$ cat src/rtl/stg_pkg.sv
// Constants and types shared by the sine tone generator files.
package stg_pkg;
    // Register page and offsets of the tone registers.
    localparam logic [7:0] STG_TONE_PAGE = 8'h00;
    localparam logic [7:0] STG_PAGE_OFS = 8'h00;
    localparam logic [7:0] STG_LCTL_OFS = 8'h47;
    localparam logic [7:0] STG_RCTL_OFS = 8'h48;
    localparam logic [7:0] STG_LENH_OFS = 8'h49;
    localparam logic [7:0] STG_LENM_OFS = 8'h4a;
    localparam logic [7:0] STG_LENL_OFS = 8'h4b;
    localparam logic [7:0] STG_SINH_OFS = 8'h4c;
    localparam logic [7:0] STG_SINL_OFS = 8'h4d;
    localparam logic [7:0] STG_COSH_OFS = 8'h4e;
    localparam logic [7:0] STG_COSL_OFS = 8'h4f;
    localparam logic [7:0] STG_RSV_LO_OFS = 8'h50;
    localparam logic [7:0] STG_RSV_HI_OFS = 8'h73;

    // Reset values.
    localparam logic [7:0] STG_PAGE_RST = 8'h00;
    localparam logic [7:0] STG_CTL_RST = 8'h00;
    localparam logic [7:0] STG_LENH_RST = 8'h00;
    localparam logic [7:0] STG_LENM_RST = 8'h00;
    localparam logic [7:0] STG_LENL_RST = 8'hee;
    localparam logic [7:0] STG_SINH_RST = 8'h10;
    localparam logic [7:0] STG_SINL_RST = 8'hd8;
    localparam logic [7:0] STG_COSH_RST = 8'h7e;
    localparam logic [7:0] STG_COSL_RST = 8'he3;

    // Field positions and encodings.
    localparam int STG_ENA_BIT = 7;
    localparam int STG_RSV_BIT = 6;
    localparam int STG_VOL_W = 6;
    localparam logic [1:0] STG_LINK_L_FROM_R = 2'h1;
    localparam logic [1:0] STG_LINK_R_FROM_L = 2'h2;

    // Processing mode that holds the tone generator.
    localparam int STG_MODE_W = 5;
    localparam logic [4:0] STG_TONE_MODE = 5'h19;

    // Oscillator and gain arithmetic.
    localparam logic signed [15:0] STG_OSC_AMP = 16'sh6000;
    localparam int STG_COEF_FRAC = 15;
    localparam int STG_GAIN_FRAC = 14;
    localparam logic [5:0] STG_DB_PER_SHIFT = 6'h06;
    localparam logic [14:0] STG_MANT_P2 = 15'h5092;
    localparam logic [14:0] STG_MANT_P1 = 15'h47cf;
    localparam logic [14:0] STG_MANT_0 = 15'h4000;
    localparam logic [14:0] STG_MANT_M1 = 15'h390a;
    localparam logic [14:0] STG_MANT_M2 = 15'h32d6;
    localparam logic [14:0] STG_MANT_M3 = 15'h2d4f;

    typedef struct packed {
        logic ena;
        logic rsv;
        logic [5:0] vol;
    } stg_lctl_t;

    typedef struct packed {
        logic [1:0] link;
        logic [5:0] vol;
    } stg_rctl_t;

    typedef struct packed {
        logic signed [15:0] left;
        logic signed [15:0] right;
    } stg_pair_t;

    typedef enum logic {STG_IDLE, STG_RUN} stg_state_t;
endpackage

$ cat src/rtl/stg_gain.sv
// Volume stage: scales one channel by a 1 dB per step attenuation code.
`timescale 1ns/1ns
module stg_gain import stg_pkg::*; (
    input wire logic core_clk,
    input wire logic rst_n,
    input wire logic run,
    input wire logic in_valid,
    input wire logic signed [15:0] in_sample,
    input wire logic [5:0] vol_code,
    output logic signed [15:0] out_sample_q
);
    logic [5:0] shift;
    logic [5:0] rem;
    logic [14:0] mant;
    logic signed [31:0] prod;
    logic signed [31:0] scaled;
    logic signed [15:0] sat;

    // Six codes make roughly one halving; the remainder picks the fine step.
    always_comb begin
        shift = vol_code / STG_DB_PER_SHIFT;
        rem = vol_code % STG_DB_PER_SHIFT;
        case (rem)
            6'h00: mant = STG_MANT_P2;
            6'h01: mant = STG_MANT_P1;
            6'h02: mant = STG_MANT_0;
            6'h03: mant = STG_MANT_M1;
            6'h04: mant = STG_MANT_M2;
            default: mant = STG_MANT_M3;
        endcase
        prod = in_sample * $signed({1'b0, mant});
        scaled = prod >>> (STG_GAIN_FRAC + 32'(shift));
        // Clamp so the +2 dB codes cannot wrap a full-scale sample.
        if (scaled > 32'sh0000_7fff) begin
            sat = 16'sh7fff;
        end else if (scaled < -32'sh0000_8000) begin
            sat = -16'sh8000;
        end else begin
            sat = scaled[15:0];
        end
    end

    // Output is held at zero while the tone is not running.
    always_ff @(posedge core_clk) begin
        if (!rst_n || !run) begin
            out_sample_q <= 16'sh0000;
        end else if (in_valid) begin
            out_sample_q <= sat;
        end
    end
endmodule

$ cat src/rtl/stg_osc.sv
// Coupled-form recursive sine oscillator, one step per playback sample.
`timescale 1ns/1ns
module stg_osc import stg_pkg::*; (
    input wire logic core_clk,
    input wire logic rst_n,
    input wire logic start,
    input wire logic step,
    input wire logic signed [15:0] sin_coef,
    input wire logic signed [15:0] cos_coef,
    output logic signed [15:0] sine_q
);
    logic signed [15:0] cosv_q;
    logic signed [32:0] x_sum;
    logic signed [32:0] y_sum;

    // Rotation by the programmed angle; coefficients are Q1.15.
    always_comb begin
        x_sum = 33'(cos_coef * cosv_q) - 33'(sin_coef * sine_q);
        y_sum = 33'(sin_coef * cosv_q) + 33'(cos_coef * sine_q);
    end

    // Start restarts the phase at zero so every tone begins cleanly.
    always_ff @(posedge core_clk) begin
        if (!rst_n || start) begin
            cosv_q <= STG_OSC_AMP;
            sine_q <= 16'sh0000;
        end else if (step) begin
            cosv_q <= x_sum[STG_COEF_FRAC +: 16];
            sine_q <= y_sum[STG_COEF_FRAC +: 16];
        end
    end
endmodule

$ cat src/rtl/stg_top.sv
// Sine tone generator: page-0 tone registers, duration counter and volume.
//
// Functional notes
// RL1 - Writing one to enable starts a tone; hardware clears it after the duration.
// RL2 - With enable at zero the generator is idle and outputs silence; the last sample of a tone still leaves, valid, one cycle after enable clears.
// RL3 - Left volume code 0 is +2 dB, minus 1 dB per step, -61 dB at 63.
// RL4 - Right volume code 0 is +2 dB, minus 1 dB per step, -61 dB at 63.
// RL5 - Link code 00 or 11 gives each channel its own volume.
// RL6 - Link code 01 makes the left channel use the right volume.
// RL7 - Link code 10 makes the right channel use the left volume.
// RL8 - Tones run only in the processing mode that contains the generator.
// RL9 - Duration is a 24-bit sample count from high, middle and low bytes.
// RL10 - Duration low byte resets to 0xee, middle and high bytes to zero.
// RL11 - Sine coefficient is 16 bits in two bytes, reset 0x10d8.
// RL12 - Cosine coefficient is 16 bits in two bytes, reset 0x7ee3.
// RL13 - One tone sample is produced per playback sample period.
// RL14 - Software writes only the reset value to the reserved left-control bit.
// RL15 - Software leaves the reserved range after the coefficients alone.
// RL16 - Tone registers sit in page zero; offset zero selects the page.
// RL17 - A coupled-form recursive oscillator makes the sinusoid.
// RL18 - A counter loads the duration, counts samples, and ends the tone at zero.
// RL19 - Each channel is scaled by its gain after volume linking.
`timescale 1ns/1ns
module stg_top import stg_pkg::*; (
    input wire logic core_clk,
    input wire logic rst_n,
    input wire logic [7:0] reg_addr,
    input wire logic [7:0] reg_wdata,
    input wire logic reg_we,
    input wire logic reg_re,
    output logic [7:0] reg_rdata_q,
    input wire logic sample_tick,
    input wire logic [STG_MODE_W-1:0] proc_mode,
    output stg_pair_t tone_q,
    output logic tone_valid_q,
    output logic tone_active
);
    logic [7:0] page_q;
    stg_lctl_t lctl_q;
    stg_rctl_t rctl_q;
    logic [23:0] len_q;
    logic [15:0] sin_q;
    logic [15:0] cos_q;
    logic [23:0] cnt_q;
    logic [23:0] cnt_d;
    stg_state_t state_q;
    stg_state_t state_d;
    logic on_page;
    logic wr_lctl;
    logic start;
    logic done;
    logic mode_ok;
    logic emit;
    logic emit_q;
    logic [5:0] vol_l;
    logic [5:0] vol_r;
    logic signed [15:0] sine;
    logic signed [15:0] out_l;
    logic signed [15:0] out_r;

    // Page select decode; the page register answers on every page.
    assign on_page = (page_q == STG_TONE_PAGE); // see RL16
    assign wr_lctl = reg_we && on_page && (reg_addr == STG_LCTL_OFS);
    assign mode_ok = (proc_mode == STG_TONE_MODE); // see RL8
    // A start needs the tone-capable mode; otherwise the write leaves enable low.
    assign start = wr_lctl && reg_wdata[STG_ENA_BIT] && mode_ok; // see RL1

    // Page register, writable at offset zero of any page.
    always_ff @(posedge core_clk) begin
        if (!rst_n) begin
            page_q <= STG_PAGE_RST;
        end else if (reg_we && reg_addr == STG_PAGE_OFS) begin
            page_q <= reg_wdata; // see RL16
        end
    end

    // Volume, link, duration and coefficient registers of page zero.
    always_ff @(posedge core_clk) begin
        if (!rst_n) begin
            lctl_q <= STG_CTL_RST;
            rctl_q <= STG_CTL_RST;
            len_q <= {STG_LENH_RST, STG_LENM_RST, STG_LENL_RST}; // see RL10
            sin_q <= {STG_SINH_RST, STG_SINL_RST}; // see RL11
            cos_q <= {STG_COSH_RST, STG_COSL_RST}; // see RL12
        end else begin
            // Enable is fed from the next run state, so it clears itself as the tone ends.
            lctl_q.ena <= (state_d == STG_RUN); // see RL1
            if (reg_we && on_page) begin
                case (reg_addr)
                    STG_LCTL_OFS: begin
                        // The reserved bit is stored as written; software keeps it at reset.
                        lctl_q.rsv <= reg_wdata[STG_RSV_BIT]; // see RL14
                        lctl_q.vol <= reg_wdata[STG_VOL_W-1:0];
                    end
                    STG_RCTL_OFS: rctl_q <= reg_wdata;
                    STG_LENH_OFS: len_q[23:16] <= reg_wdata; // see RL9
                    STG_LENM_OFS: len_q[15:8] <= reg_wdata;
                    STG_LENL_OFS: len_q[7:0] <= reg_wdata;
                    STG_SINH_OFS: sin_q[15:8] <= reg_wdata;
                    STG_SINL_OFS: sin_q[7:0] <= reg_wdata;
                    STG_COSH_OFS: cos_q[15:8] <= reg_wdata;
                    STG_COSL_OFS: cos_q[7:0] <= reg_wdata;
                    default: begin
                    end
                endcase
            end
        end
    end

    // Read data is registered: it appears the cycle after the read strobe.
    // Unused offsets, including the reserved range, read as zero.
    always_ff @(posedge core_clk) begin
        if (!rst_n) begin
            reg_rdata_q <= 8'h00;
        end else if (reg_re) begin
            if (reg_addr == STG_PAGE_OFS) begin
                reg_rdata_q <= page_q;
            end else if (!on_page) begin
                reg_rdata_q <= 8'h00;
            end else begin
                case (reg_addr)
                    STG_LCTL_OFS: reg_rdata_q <= lctl_q;
                    STG_RCTL_OFS: reg_rdata_q <= rctl_q;
                    STG_LENH_OFS: reg_rdata_q <= len_q[23:16];
                    STG_LENM_OFS: reg_rdata_q <= len_q[15:8];
                    STG_LENL_OFS: reg_rdata_q <= len_q[7:0];
                    STG_SINH_OFS: reg_rdata_q <= sin_q[15:8];
                    STG_SINL_OFS: reg_rdata_q <= sin_q[7:0];
                    STG_COSH_OFS: reg_rdata_q <= cos_q[15:8];
                    STG_COSL_OFS: reg_rdata_q <= cos_q[7:0];
                    default: reg_rdata_q <= 8'h00; // see RL15
                endcase
            end
        end
    end

    // Run control: emit one sample per tick while counts remain.
    // A zero duration ends on the first tick without emitting anything.
    always_comb begin
        state_d = state_q;
        cnt_d = cnt_q;
        emit = 1'b0;
        done = 1'b0;
        case (state_q)
            STG_IDLE: begin
                if (start) begin
                    state_d = STG_RUN;
                    cnt_d = len_q; // see RL18
                end
            end
            STG_RUN: begin
                if (!mode_ok || (wr_lctl && !reg_wdata[STG_ENA_BIT])) begin
                    // Leaving the mode or writing zero stops at once.
                    state_d = STG_IDLE; // see RL8
                    done = 1'b1;
                end else if (sample_tick) begin
                    emit = (cnt_q != 24'h00_0000); // see RL13
                    cnt_d = (cnt_q == 24'h00_0000) ? cnt_q : cnt_q - 24'h00_0001;
                    if (cnt_q <= 24'h00_0001) begin
                        state_d = STG_IDLE;
                        done = 1'b1; // see RL18
                    end
                end
                // A new start write wins over the end of the running tone.
                if (start) begin
                    state_d = STG_RUN;
                    cnt_d = len_q;
                    done = 1'b0;
                    // A restart is not counted, so it must not emit a sample either.
                    emit = 1'b0;
                end
            end
            default: state_d = STG_IDLE;
        endcase
    end

    // State and sample counter.
    always_ff @(posedge core_clk) begin
        if (!rst_n) begin
            state_q <= STG_IDLE;
            cnt_q <= 24'h00_0000;
            emit_q <= 1'b0;
        end else begin
            state_q <= state_d;
            cnt_q <= cnt_d;
            emit_q <= emit;
        end
    end

    // Enable bit and run state load from the same next state, so they never disagree.
    assign tone_active = lctl_q.ena; // see RL1

    // Volume linking picks which programmed code drives each channel.
    always_comb begin
        vol_l = lctl_q.vol; // see RL5
        vol_r = rctl_q.vol;
        if (rctl_q.link == STG_LINK_L_FROM_R) begin
            vol_l = rctl_q.vol; // see RL6
        end
        if (rctl_q.link == STG_LINK_R_FROM_L) begin
            vol_r = lctl_q.vol; // see RL7
        end
    end

    // Oscillator restarts on each start and steps once per emitted sample.
    stg_osc u_osc ( // see RL17
        .core_clk(core_clk),
        .rst_n(rst_n),
        .start(start),
        .step(emit),
        .sin_coef($signed(sin_q)),
        .cos_coef($signed(cos_q)),
        .sine_q(sine)
    );

    // One gain stage per channel; they stay live one cycle past the end so the last sample gets out.
    stg_gain u_gain_l ( // see RL3
        .core_clk(core_clk),
        .rst_n(rst_n),
        .run(tone_active || emit_q), // see RL2
        .in_valid(emit_q),
        .in_sample(sine),
        .vol_code(vol_l), // see RL19
        .out_sample_q(out_l)
    );

    stg_gain u_gain_r ( // see RL4
        .core_clk(core_clk),
        .rst_n(rst_n),
        .run(tone_active || emit_q),
        .in_valid(emit_q),
        .in_sample(sine),
        .vol_code(vol_r), // see RL19
        .out_sample_q(out_r)
    );

    assign tone_q.left = out_l;
    assign tone_q.right = out_r;

    // Valid lines up with the gain outputs, one cycle after the tick edge, last sample included.
    always_ff @(posedge core_clk) begin
        if (!rst_n) begin
            tone_valid_q <= 1'b0;
        end else begin
            tone_valid_q <= emit_q; // see RL9
        end
    end

    // Checks next to the logic they guard.
    a_start_loads_count: assert property ( // see RL18
        @(posedge core_clk) disable iff (!rst_n)
        start |=> (state_q == STG_RUN) && (cnt_q == $past(len_q)))
        else $error("start did not load the duration");

    a_enable_self_clear: assert property ( // see RL1
        @(posedge core_clk) disable iff (!rst_n)
        (state_q == STG_RUN) && sample_tick && mode_ok && (cnt_q == 24'h00_0001) && !wr_lctl
        |=> !lctl_q.ena)
        else $error("enable did not clear at the end of the tone");

    a_idle_is_silent: assert property ( // see RL2
        @(posedge core_clk) disable iff (!rst_n)
        !lctl_q.ena [*3] |-> (out_l == 16'sh0000) && (out_r == 16'sh0000) && !tone_valid_q)
        else $error("tone output while disabled");

    a_mode_gates_start: assert property ( // see RL8
        @(posedge core_clk) disable iff (!rst_n)
        !lctl_q.ena && !mode_ok |=> !lctl_q.ena)
        else $error("tone started outside the tone mode");

    a_count_one_step: assert property ( // see RL13
        @(posedge core_clk) disable iff (!rst_n)
        (state_q == STG_RUN) && mode_ok && sample_tick && !wr_lctl && (cnt_q > 24'h00_0001)
        |=> (cnt_q == $past(cnt_q) - 24'h00_0001) ##1 tone_valid_q)
        else $error("sample step or output missing");

    a_link_left_vol: assert property ( // see RL6
        @(posedge core_clk) disable iff (!rst_n)
        (rctl_q.link == STG_LINK_L_FROM_R) |-> (vol_l == rctl_q.vol) && (vol_r == rctl_q.vol))
        else $error("left link volume wrong");

    a_link_right_vol: assert property ( // see RL7
        @(posedge core_clk) disable iff (!rst_n)
        (rctl_q.link == STG_LINK_R_FROM_L) |-> (vol_r == lctl_q.vol) && (vol_l == lctl_q.vol))
        else $error("right link volume wrong");

    a_link_independent: assert property ( // see RL5
        @(posedge core_clk) disable iff (!rst_n)
        (rctl_q.link == 2'h0 || rctl_q.link == 2'h3) |-> (vol_l == lctl_q.vol) && (vol_r == rctl_q.vol))
        else $error("independent volumes wrong");

    a_length_reset: assert property ( // see RL10
        @(posedge core_clk)
        !rst_n |=> (len_q == 24'h00_00ee) && (sin_q == 16'h10d8) && (cos_q == 16'h7ee3))
        else $error("reset values wrong");

    a_page_gates_write: assert property ( // see RL16
        @(posedge core_clk) disable iff (!rst_n)
        reg_we && !on_page && (reg_addr == STG_LENL_OFS) |=> $stable(len_q))
        else $error("write reached tone registers off page zero");

    a_done_clears_enable: assert property ( // see RL18
        @(posedge core_clk) disable iff (!rst_n)
        done |=> !lctl_q.ena)
        else $error("enable still set after the tone ended");

    a_clear_stops_tone: assert property ( // see RL2
        @(posedge core_clk) disable iff (!rst_n)
        lctl_q.ena && wr_lctl && !reg_wdata[STG_ENA_BIT] |=> !lctl_q.ena)
        else $error("writing zero to enable did not stop the tone");

    a_mode_exit_stops: assert property ( // see RL8
        @(posedge core_clk) disable iff (!rst_n)
        lctl_q.ena && !mode_ok |=> !lctl_q.ena)
        else $error("tone kept running outside the tone mode");

    a_emit_needs_tick: assert property ( // see RL13
        @(posedge core_clk) disable iff (!rst_n)
        emit |-> sample_tick && (state_q == STG_RUN) && (cnt_q != 24'h00_0000))
        else $error("sample emitted without a tick or count");

    a_valid_follows_emit: assert property ( // see RL13
        @(posedge core_clk) disable iff (!rst_n)
        emit_q |=> tone_valid_q)
        else $error("emitted sample never marked valid");

    a_reserved_bit_kept: assert property ( // see RL14
        @(posedge core_clk) disable iff (!rst_n)
        wr_lctl |=> (lctl_q.rsv == $past(reg_wdata[STG_RSV_BIT])))
        else $error("reserved control bit not stored");

    a_sine_coef_write: assert property ( // see RL11
        @(posedge core_clk) disable iff (!rst_n)
        reg_we && on_page && (reg_addr == STG_SINH_OFS) |=> (sin_q[15:8] == $past(reg_wdata)))
        else $error("sine coefficient high byte not written");

    a_cosine_coef_write: assert property ( // see RL12
        @(posedge core_clk) disable iff (!rst_n)
        reg_we && on_page && (reg_addr == STG_COSL_OFS) |=> (cos_q[7:0] == $past(reg_wdata)))
        else $error("cosine coefficient low byte not written");

    a_length_mid_write: assert property ( // see RL9
        @(posedge core_clk) disable iff (!rst_n)
        reg_we && on_page && (reg_addr == STG_LENM_OFS) |=> (len_q[15:8] == $past(reg_wdata)))
        else $error("duration middle byte not written");

    a_start_resets_phase: assert property ( // see RL17
        @(posedge core_clk) disable iff (!rst_n)
        start |=> (sine == 16'sh0000))
        else $error("oscillator phase not restarted");
endmodule

$ cat config.mk
export PLATFORM = sky130hd
export DESIGN_NAME = stg_top
export DESIGN_NICKNAME = d
export VERILOG_FILES = /design/src/rtl/stg_pkg.sv /design/src/rtl/stg_gain.sv /design/src/rtl/stg_osc.sv /design/src/rtl/stg_top.sv
export SDC_FILE = /design/constraint.sdc
export NUM_CORES = 2
export LEC_CHECK = 0
export BUFFER_PORTS_ARGS = -buffer_cell sky130_fd_sc_hd__buf_2
export CORE_MARGIN = 1.5
export CORE_UTILIZATION = 41
export CTS_CLUSTER_SIZE = 28
export DETAILED_ROUTE_END_ITERATION = 16
export HOLD_SLACK_MARGIN = 0.06
export MAX_ROUTING_LAYER = met4
export PLACE_DENSITY = 0.62
export RECOVER_POWER = 100
export SYNTH_ARGS = -nofsm -noshare
export SYNTH_HDL_FRONTEND = slang
export SYNTH_SLANG_ARGS = --single-unit
$ cat constraint.sdc
create_clock -name core_clk -period 23.7 [get_ports core_clk]
set_input_delay 3.555 -clock core_clk [delete_from_list [all_inputs] [get_ports core_clk]]
set_output_delay 3.555 -clock core_clk [all_outputs]
set_load 0.05 [all_outputs]
# Word level (Yosys, flattened, before mapping)
# Cells that the tools add are included.
dict set report totals {
  output_inout_bits 42
  in_bits 26
  ff_bits 178
}
dict set report classes {
  bitwise 1
  muxes 27
  div_mod_pow 4
  mul 6
  reduce_logical 30
  n_shift 2
  magnitude_cmp 5
  eq_ne 24
  addsub 5
}
# op n
set op_table {}
lappend op_table {{$pmux 15 s5} 2}
lappend op_table {{$mul 16x16->31} 4}
lappend op_table {{$mux 24} 5}
lappend op_table {{$eq 8x7->1 const B} 9}
lappend op_table {{$pmux 8 s9} 1}
lappend op_table {{$gt 32x16->1 const B} 2}
lappend op_table {{$lt 32x16->1 const B} 2}
lappend op_table {{$mul 16x16->32} 2}
lappend op_table {{$mux 16} 4}
lappend op_table {{$sshr 32x32->32} 2}
lappend op_table {{$pmux 24 s2} 1}
lappend op_table {{$add 31x31->31} 1}
lappend op_table {{$sub 31x31->31} 1}
lappend op_table {{$eq 6x2->1 const B} 4}
lappend op_table {{$le 24x1->1 const B} 1}
lappend op_table {{$logic_not 24->1} 1}
lappend op_table {{$reduce_bool 24->1} 1}
lappend op_table {{$sub 24x1->24 const B} 1}
lappend op_table {{$reduce_and 2->1} 9}
lappend op_table {{$logic_not 8->1} 2}
lappend op_table {{$mux 8} 2}
lappend op_table {{$add 4x6->7 const A} 2}
lappend op_table {{$div 6x3->6 const B} 2}
lappend op_table {{$eq 6x1->1 const B} 2}
lappend op_table {{other kinds (16)} 41}

# Longest topological paths before layout
dict set report logic_depth {
  word_depth 10
  mapped_depth 51
  mapped_depth_nobuf 48
}

# Modules after synthesis
# From an unflattened synthesis, not the netlist that was laid out.
dict set report unflattened {
  cells_unflattened 8083
  area_unflattened_um2 70675.3
}
# mod seq_area_each_um2 area_per_inst_um2 instances cells_each
set modules_own_cells {}
lappend modules_own_cells {stg_osc 640.6 39235.1 1 4213}
lappend modules_own_cells {{stg_gain (u_gain_r)} 320.3 12876.1 1 1579}
lappend modules_own_cells {{stg_gain (u_gain_l)} 320.3 12562.0 1 1534}
lappend modules_own_cells {stg_top 2282.2 6002.0 1 757}

# Least setup slack after synthesis
# OpenSTA, ideal clock, no wires.
dict set report synth_timing {
  kind {register to register}
  start {register rctl_q[7] (netlist bit)}
  end {register u_gain_r.out_sample_q[1]}
  setup_ps 73
  slack_ps 11724
  stages_incl_launch_ff 45
  arrival_ps 11903
  synth_period_minus_slack_ps 11976
  t_required_ps 23627
  path_cell_list {dfxtp_1 > nor2b_1 > buf_4 > mux2i_4 > xor2_1 > a211oi_1 > nor2_2 > ha_1 > and3_1 > nor3b_2 > nand2_1 > inv_2 > xnor2_1 > inv_1 > ha_1 > a2111oi_1 > and2_0 > clkbuf_1 > [... 9 more ...] > fa_1 > fa_1 > inv_1 > fa_1 > ha_1 > clkbuf_1 > a2111oi_0 > o2111ai_1 > a41oi_1 > xor2_1 > mux2_4 > mux4_2 > a21bo_1 > nor4b_1 > nand4_1 > and2_1 > buf_6 > o22ai_2}
}
dict set report synth_between {
  elab_chain_cells 10
  word_cells_on_any_way 17
  classes_between {add/sub: 1; mul: 1; div: 2; order compare: 2; eq/ne: 5; shift: 1; mux: 4; reduce/logical: 1}
}
# item line
set synth_rtl {}
lappend synth_rtl {{start: declaration} stg_top.sv:40} ;# stg_rctl_t rctl_q;
lappend synth_rtl {{start signal: assignment} stg_top.sv:95} ;# STG_RCTL_OFS: rctl_q <= reg_wdata;
lappend synth_rtl {{$eq 2x2->1 (*)} stg_top.sv:200} ;# if (rctl_q.link == STG_LINK_R_FROM_L) begin
lappend synth_rtl {{$mux 6 (*)} stg_top.sv:200}
lappend synth_rtl {{$mod 6x3->6} stg_gain.sv:22} ;# rem = vol_code % STG_DB_PER_SHIFT;
lappend synth_rtl {{$eq 6x3->1 (tied with other cells)} stg_gain.sv:23} ;# case (rem)
lappend synth_rtl {{$pmux 15 s5} stg_gain.sv:23}
lappend synth_rtl {{$mul 16x16->32} stg_gain.sv:31} ;# prod = in_sample * $signed({1'b0, mant});
lappend synth_rtl {{$sshr 32x32->32 (*)} stg_gain.sv:32} ;# scaled = prod >>> (STG_GAIN_FRAC + 32'(shift));
lappend synth_rtl {{$lt 32x16->1} stg_gain.sv:36} ;# end else if (scaled < -32'sh0000_8000) begin
lappend synth_rtl {{$mux 16} stg_gain.sv:36}
lappend synth_rtl {{$mux 16 (*)} stg_gain.sv:34} ;# if (scaled > 32'sh0000_7fff) begin
lappend synth_rtl {{end signal: assignment} stg_gain.sv:48} ;# out_sample_q <= sat;
lappend synth_rtl {{end: declaration} stg_gain.sv:10} ;# output logic signed [15:0] out_sample_q
# Mark *: on every way between the ends. The rest lies on a longest branch, timed or not.
# A chain may end at the register's enable or synchronous reset.

# Worst setup path after layout
dict set report layout_timing {
  start {register rctl_q[7] (netlist bit)}
  end {register u_gain_r.out_sample_q[5]}
}
# The elaborated chain is that of the path after synthesis.

==> flow_metrics.tcl <==
set metrics [dict create \
    tightest_slew_ns 3.36 \
    synthToLayoutAreaGrowth_pct 4.07 \
    num_antenna_cells 0 \
    ios 68 \
    top_usage_layer "met2" \
    cts_tree "done" \
    synth_edf_count 0 \
    crit_buf_inv 8 \
    violations "capacitance limit, slew limit" \
    finClkSkew_ns 0.0292 \
    async_reset_ff_frac 0 \
    cts_resized 0 \
    vias_per_cell 5.25 \
    clkSinkCount 178 \
    use_met2 0.379 \
    drtPass1Iterations 6 \
    dp.final_hpwl_um 150000 \
    fp.dieArea_um2 171000 \
    setup_viol 0 \
    r2r-start "rctl_q[7]" \
    preCtsSetupSlack_ns 9.35 \
    hold_path_class "reg2reg" \
    grt_pass1_vias 56300 \
    path_delay_family "compound AO/OA/AOI/OAI gates" \
    r2r_slack_ns 5.70 \
    met3_usage 0.0232 \
    dieWidth_um 414 \
    antenna_left 0 \
    path_clk_slew_ns 0.08 \
    power_density_nw_per_um2 9.13 \
    clk_latency_ns 0.53 \
    postSynthCellCount 7820 \
    syn_area_per_cell_um2 8.86 \
    core_um2 167000 \
    rsz0062_at_grt "false" \
    cts_setup_buffers 0 \
    yosysMostFrequentCell "inv_1" \
    cts_buffer_depth 2 \
    routed_wl_um 188000 \
    hold_end "cos_q[10]" \
    peakVddDrop_mv 0.0615 \
    synth_seq_cells 178 \
    rr_endpoint "u_gain_r.out_sample_q[5]" \
    cts_hold_buf 0 \
    setup_slack_ns 5.70 \
    crit_path_start_kind "flop" \
    numCtsBuffers 17 \
    yosys-top-cells-count "inv_1, fa_1, nand2_1, and2_1, ha_1" \
    nets 9712 \
    crit_path_end_kind "flop" \
    regArea_um2 3580 \
    vias 51600 \
    synth_fp_nets 9921 \
    synth_flop_cell "dfxtp_1" \
    antenna_found_initial 1 \
    remaining_drc_errors 0 \
    yosysWarnings 0 \
    clockRootBuffer "clkbuf_16" \
    synth_top_area_share 0.454 \
    drive_above_1_share 0.0382 \
    grt_max_degree 67 \
    use_met1 0.326 \
    hold_path_startpoint "cos_q[10]" \
    numPortBuffers 67 \
    h-tree-depth 4 \
    hold_depth 2 \
    grt_overflow 0 \
    report.final.slew_viol_count 143 \
    max_stage_delay_ns 1.30 \
    die_h_um 414 \
    leakagePower_nw 35.3 \
    drt_first_iter_violations 3507 \
    max_freq_ghz 0.0555 \
    slew_headroom -1.27 \
    hold_violations 0 \
    seq_area_frac_synth 0.0514 \
    worstSetupPathType "reg2reg" \
    critPathArrivalTime_ns 18.38 \
    grt_usage 0.237 \
    crit_top_cell "fa_1" \
    hold_ws_ns 0.478 \
    n_fill_cell 16700 \
    r2r_cells 45 \
    multi_input_area_um2 57400 \
    cpMaxStageDelayCell "clkbuf_1" \
    synth_cell_types 114 \
    netlist_area_um2 69300 \
    start_util 0.414 \
    place_congestion 0.948 \
    cp_max_fo 34 \
    status "finished, violations left" \
    grt_pass1_wl_um 314000 \
    finalSetupTns_ns 0 \
    synth_area_leaders "fa_1, inv_1, ha_1, nand2_1, dfxtp_1" \
    cp.required_ns 24.08 \
    rows 150 \
    finalCritPeriodShare 0.760 \
    min_period_ns 18.00 \
    synth_top_area_cell "fa_1" \
    maxCapViolCount 5 \
    post_drt_wl_per_cell_um 19.1 \
]
==> kinds of logic (layout without fill, tap and decap cells) <==
group                      Yosys count  after routing  share of synthesized area
muxes                              169            169                     0.0276
and+or+nand+nor                   2195           2195                      0.154
DFF                                178            178                     0.0514
xor gates and xnor gates           161            161                     0.0205
buffers and inverters             2186           1990                      0.120
adders and majority gates         2075           2075                      0.545
AOI/OAI and AO/OA                  856            856                     0.0820
==> worst register-to-register path: cells and delay by family, from the launching register on <==
| kind | cells | cell delay [ns] |
|---|---|---|
| adders and majority gates | 9 | 4.11 |
| buffers and inverters | 8 | 4.03 |
| AOI/OAI and AO/OA | 12 | 4.28 |
| and+or+nand+nor | 12 | 3.23 |
| xor gates and xnor gates | 3 | 1.04 |
| DFF | 1 | 0.47 |
| muxes | 1 | 0.72 |
==> metrics by stage <==
step / cell area [µm²] / cells / total power [W] / util
6_report: 72100 / 9828 / 0.000658 / 0.431
5_1_grt: 72100 / 9828 / 0.000677 / 0.431
3_3_place_gp: 71700 / 9795 / 0.000351 / 0.428
4_1_cts: 72300 / 9827 / 0.000664 / 0.432
2_1_floorplan: 69300 / 7820 / 0.000337 / -
3_5_place_dp: 71700 / 9795 / 0.000352 / 0.428
==> area by class of cell <==
type / count / share of cell area
clock buffer: 18 / 0.00609
sequential: 178 / 0.0497
multi-input combinational: 5456 / 0.796
timing repair buffer: 187 / 0.0155
tap: 2204 / 0.0382
inverter: 1771 / 0.0922
clock inverter: 14 / 0.00246
==> state kept, by name, summed over array words and instances, names as in the netlist <==
| name | cells |
|---|---|
| reg_rdata_q | 8 |
| u_osc.cosv_q | 16 |
| page_q | 8 |
| u_gain_l.out_sample_q | 16 |
| len_q | 24 |
| sin_q | 16 |
| state_q | 1 |
| emit_q | 1 |
| u_osc.sine_q | 16 |
| cos_q | 16 |
| lctl_q | 7 |
| u_gain_r.out_sample_q | 16 |
| tone_valid_q | 1 |
| rctl_q | 8 |
| cnt_q | 24 |
==> routing by layer <==
| metal | share of wire | wire (µm) |
|---|---|---|
| met1 | 0.45 | 85000 |
| met2 | 0.47 | 88400 |
| met3 | 0.054 | 10200 |
| met4 | 0.024 | 4550 |
| met5 | 0 | 0 |
==> how the worst max path moves through the flow <==
stage	cells after the start	to	slack, ns	startpoint
floorplan	44	u_gain_r.out_sample_q[1]	11.72	rctl_q[7]
global placement	44	u_gain_r.out_sample_q[9]	9.63	rctl_q[7]
detailed placement	48	u_gain_r.out_sample_q[14]	9.35	rctl_q[7]
CTS	48	u_gain_r.out_sample_q[14]	9.31	rctl_q[7]
global route	45	u_gain_r.out_sample_q[9]	4.31	rctl_q[7]
finish	45	u_gain_r.out_sample_q[5]	5.70	rctl_q[7]
==> power by group <==
part           internal, W  total (W)  switching [W]
combinational    0.0000150  0.0000447      0.0000296
sequential        0.000300   0.000300    0.000000598
clock             0.000146   0.000313       0.000167
==> cell usage in the layout, fill, tap and decap left out, types with 16 or more instances in the layout <==
master,netlist,layout
dfxtp_2,0,16
a211oi_1,27,27
mux2i_1,128,130
a31oi_1,27,27
a21oi_1,246,247
nor4_1,16,16
or3_1,16,16
inv_1,1769,1770
buf_2,23,24
nor2_1,213,211
mux2_2,23,22
nand2_1,989,989
o211ai_1,38,38
a21boi_0,28,28
dfxtp_1,178,162
and3_1,21,21
clkbuf_16,0,17
fa_1,1571,1571
o21bai_1,18,18
nor2b_1,76,76
xor2_1,43,43
clkbuf_1,371,61
nand4_1,22,22
and2_1,556,547
ha_1,504,504
nand2b_1,80,80
buf_4,3,102
nor3_1,72,72
a21o_1,53,53
nand3_1,69,69
xnor2_1,117,115
a22oi_1,17,17
o21ai_0,177,181
o21a_1,21,21
(Power assumes the default switching activity.)
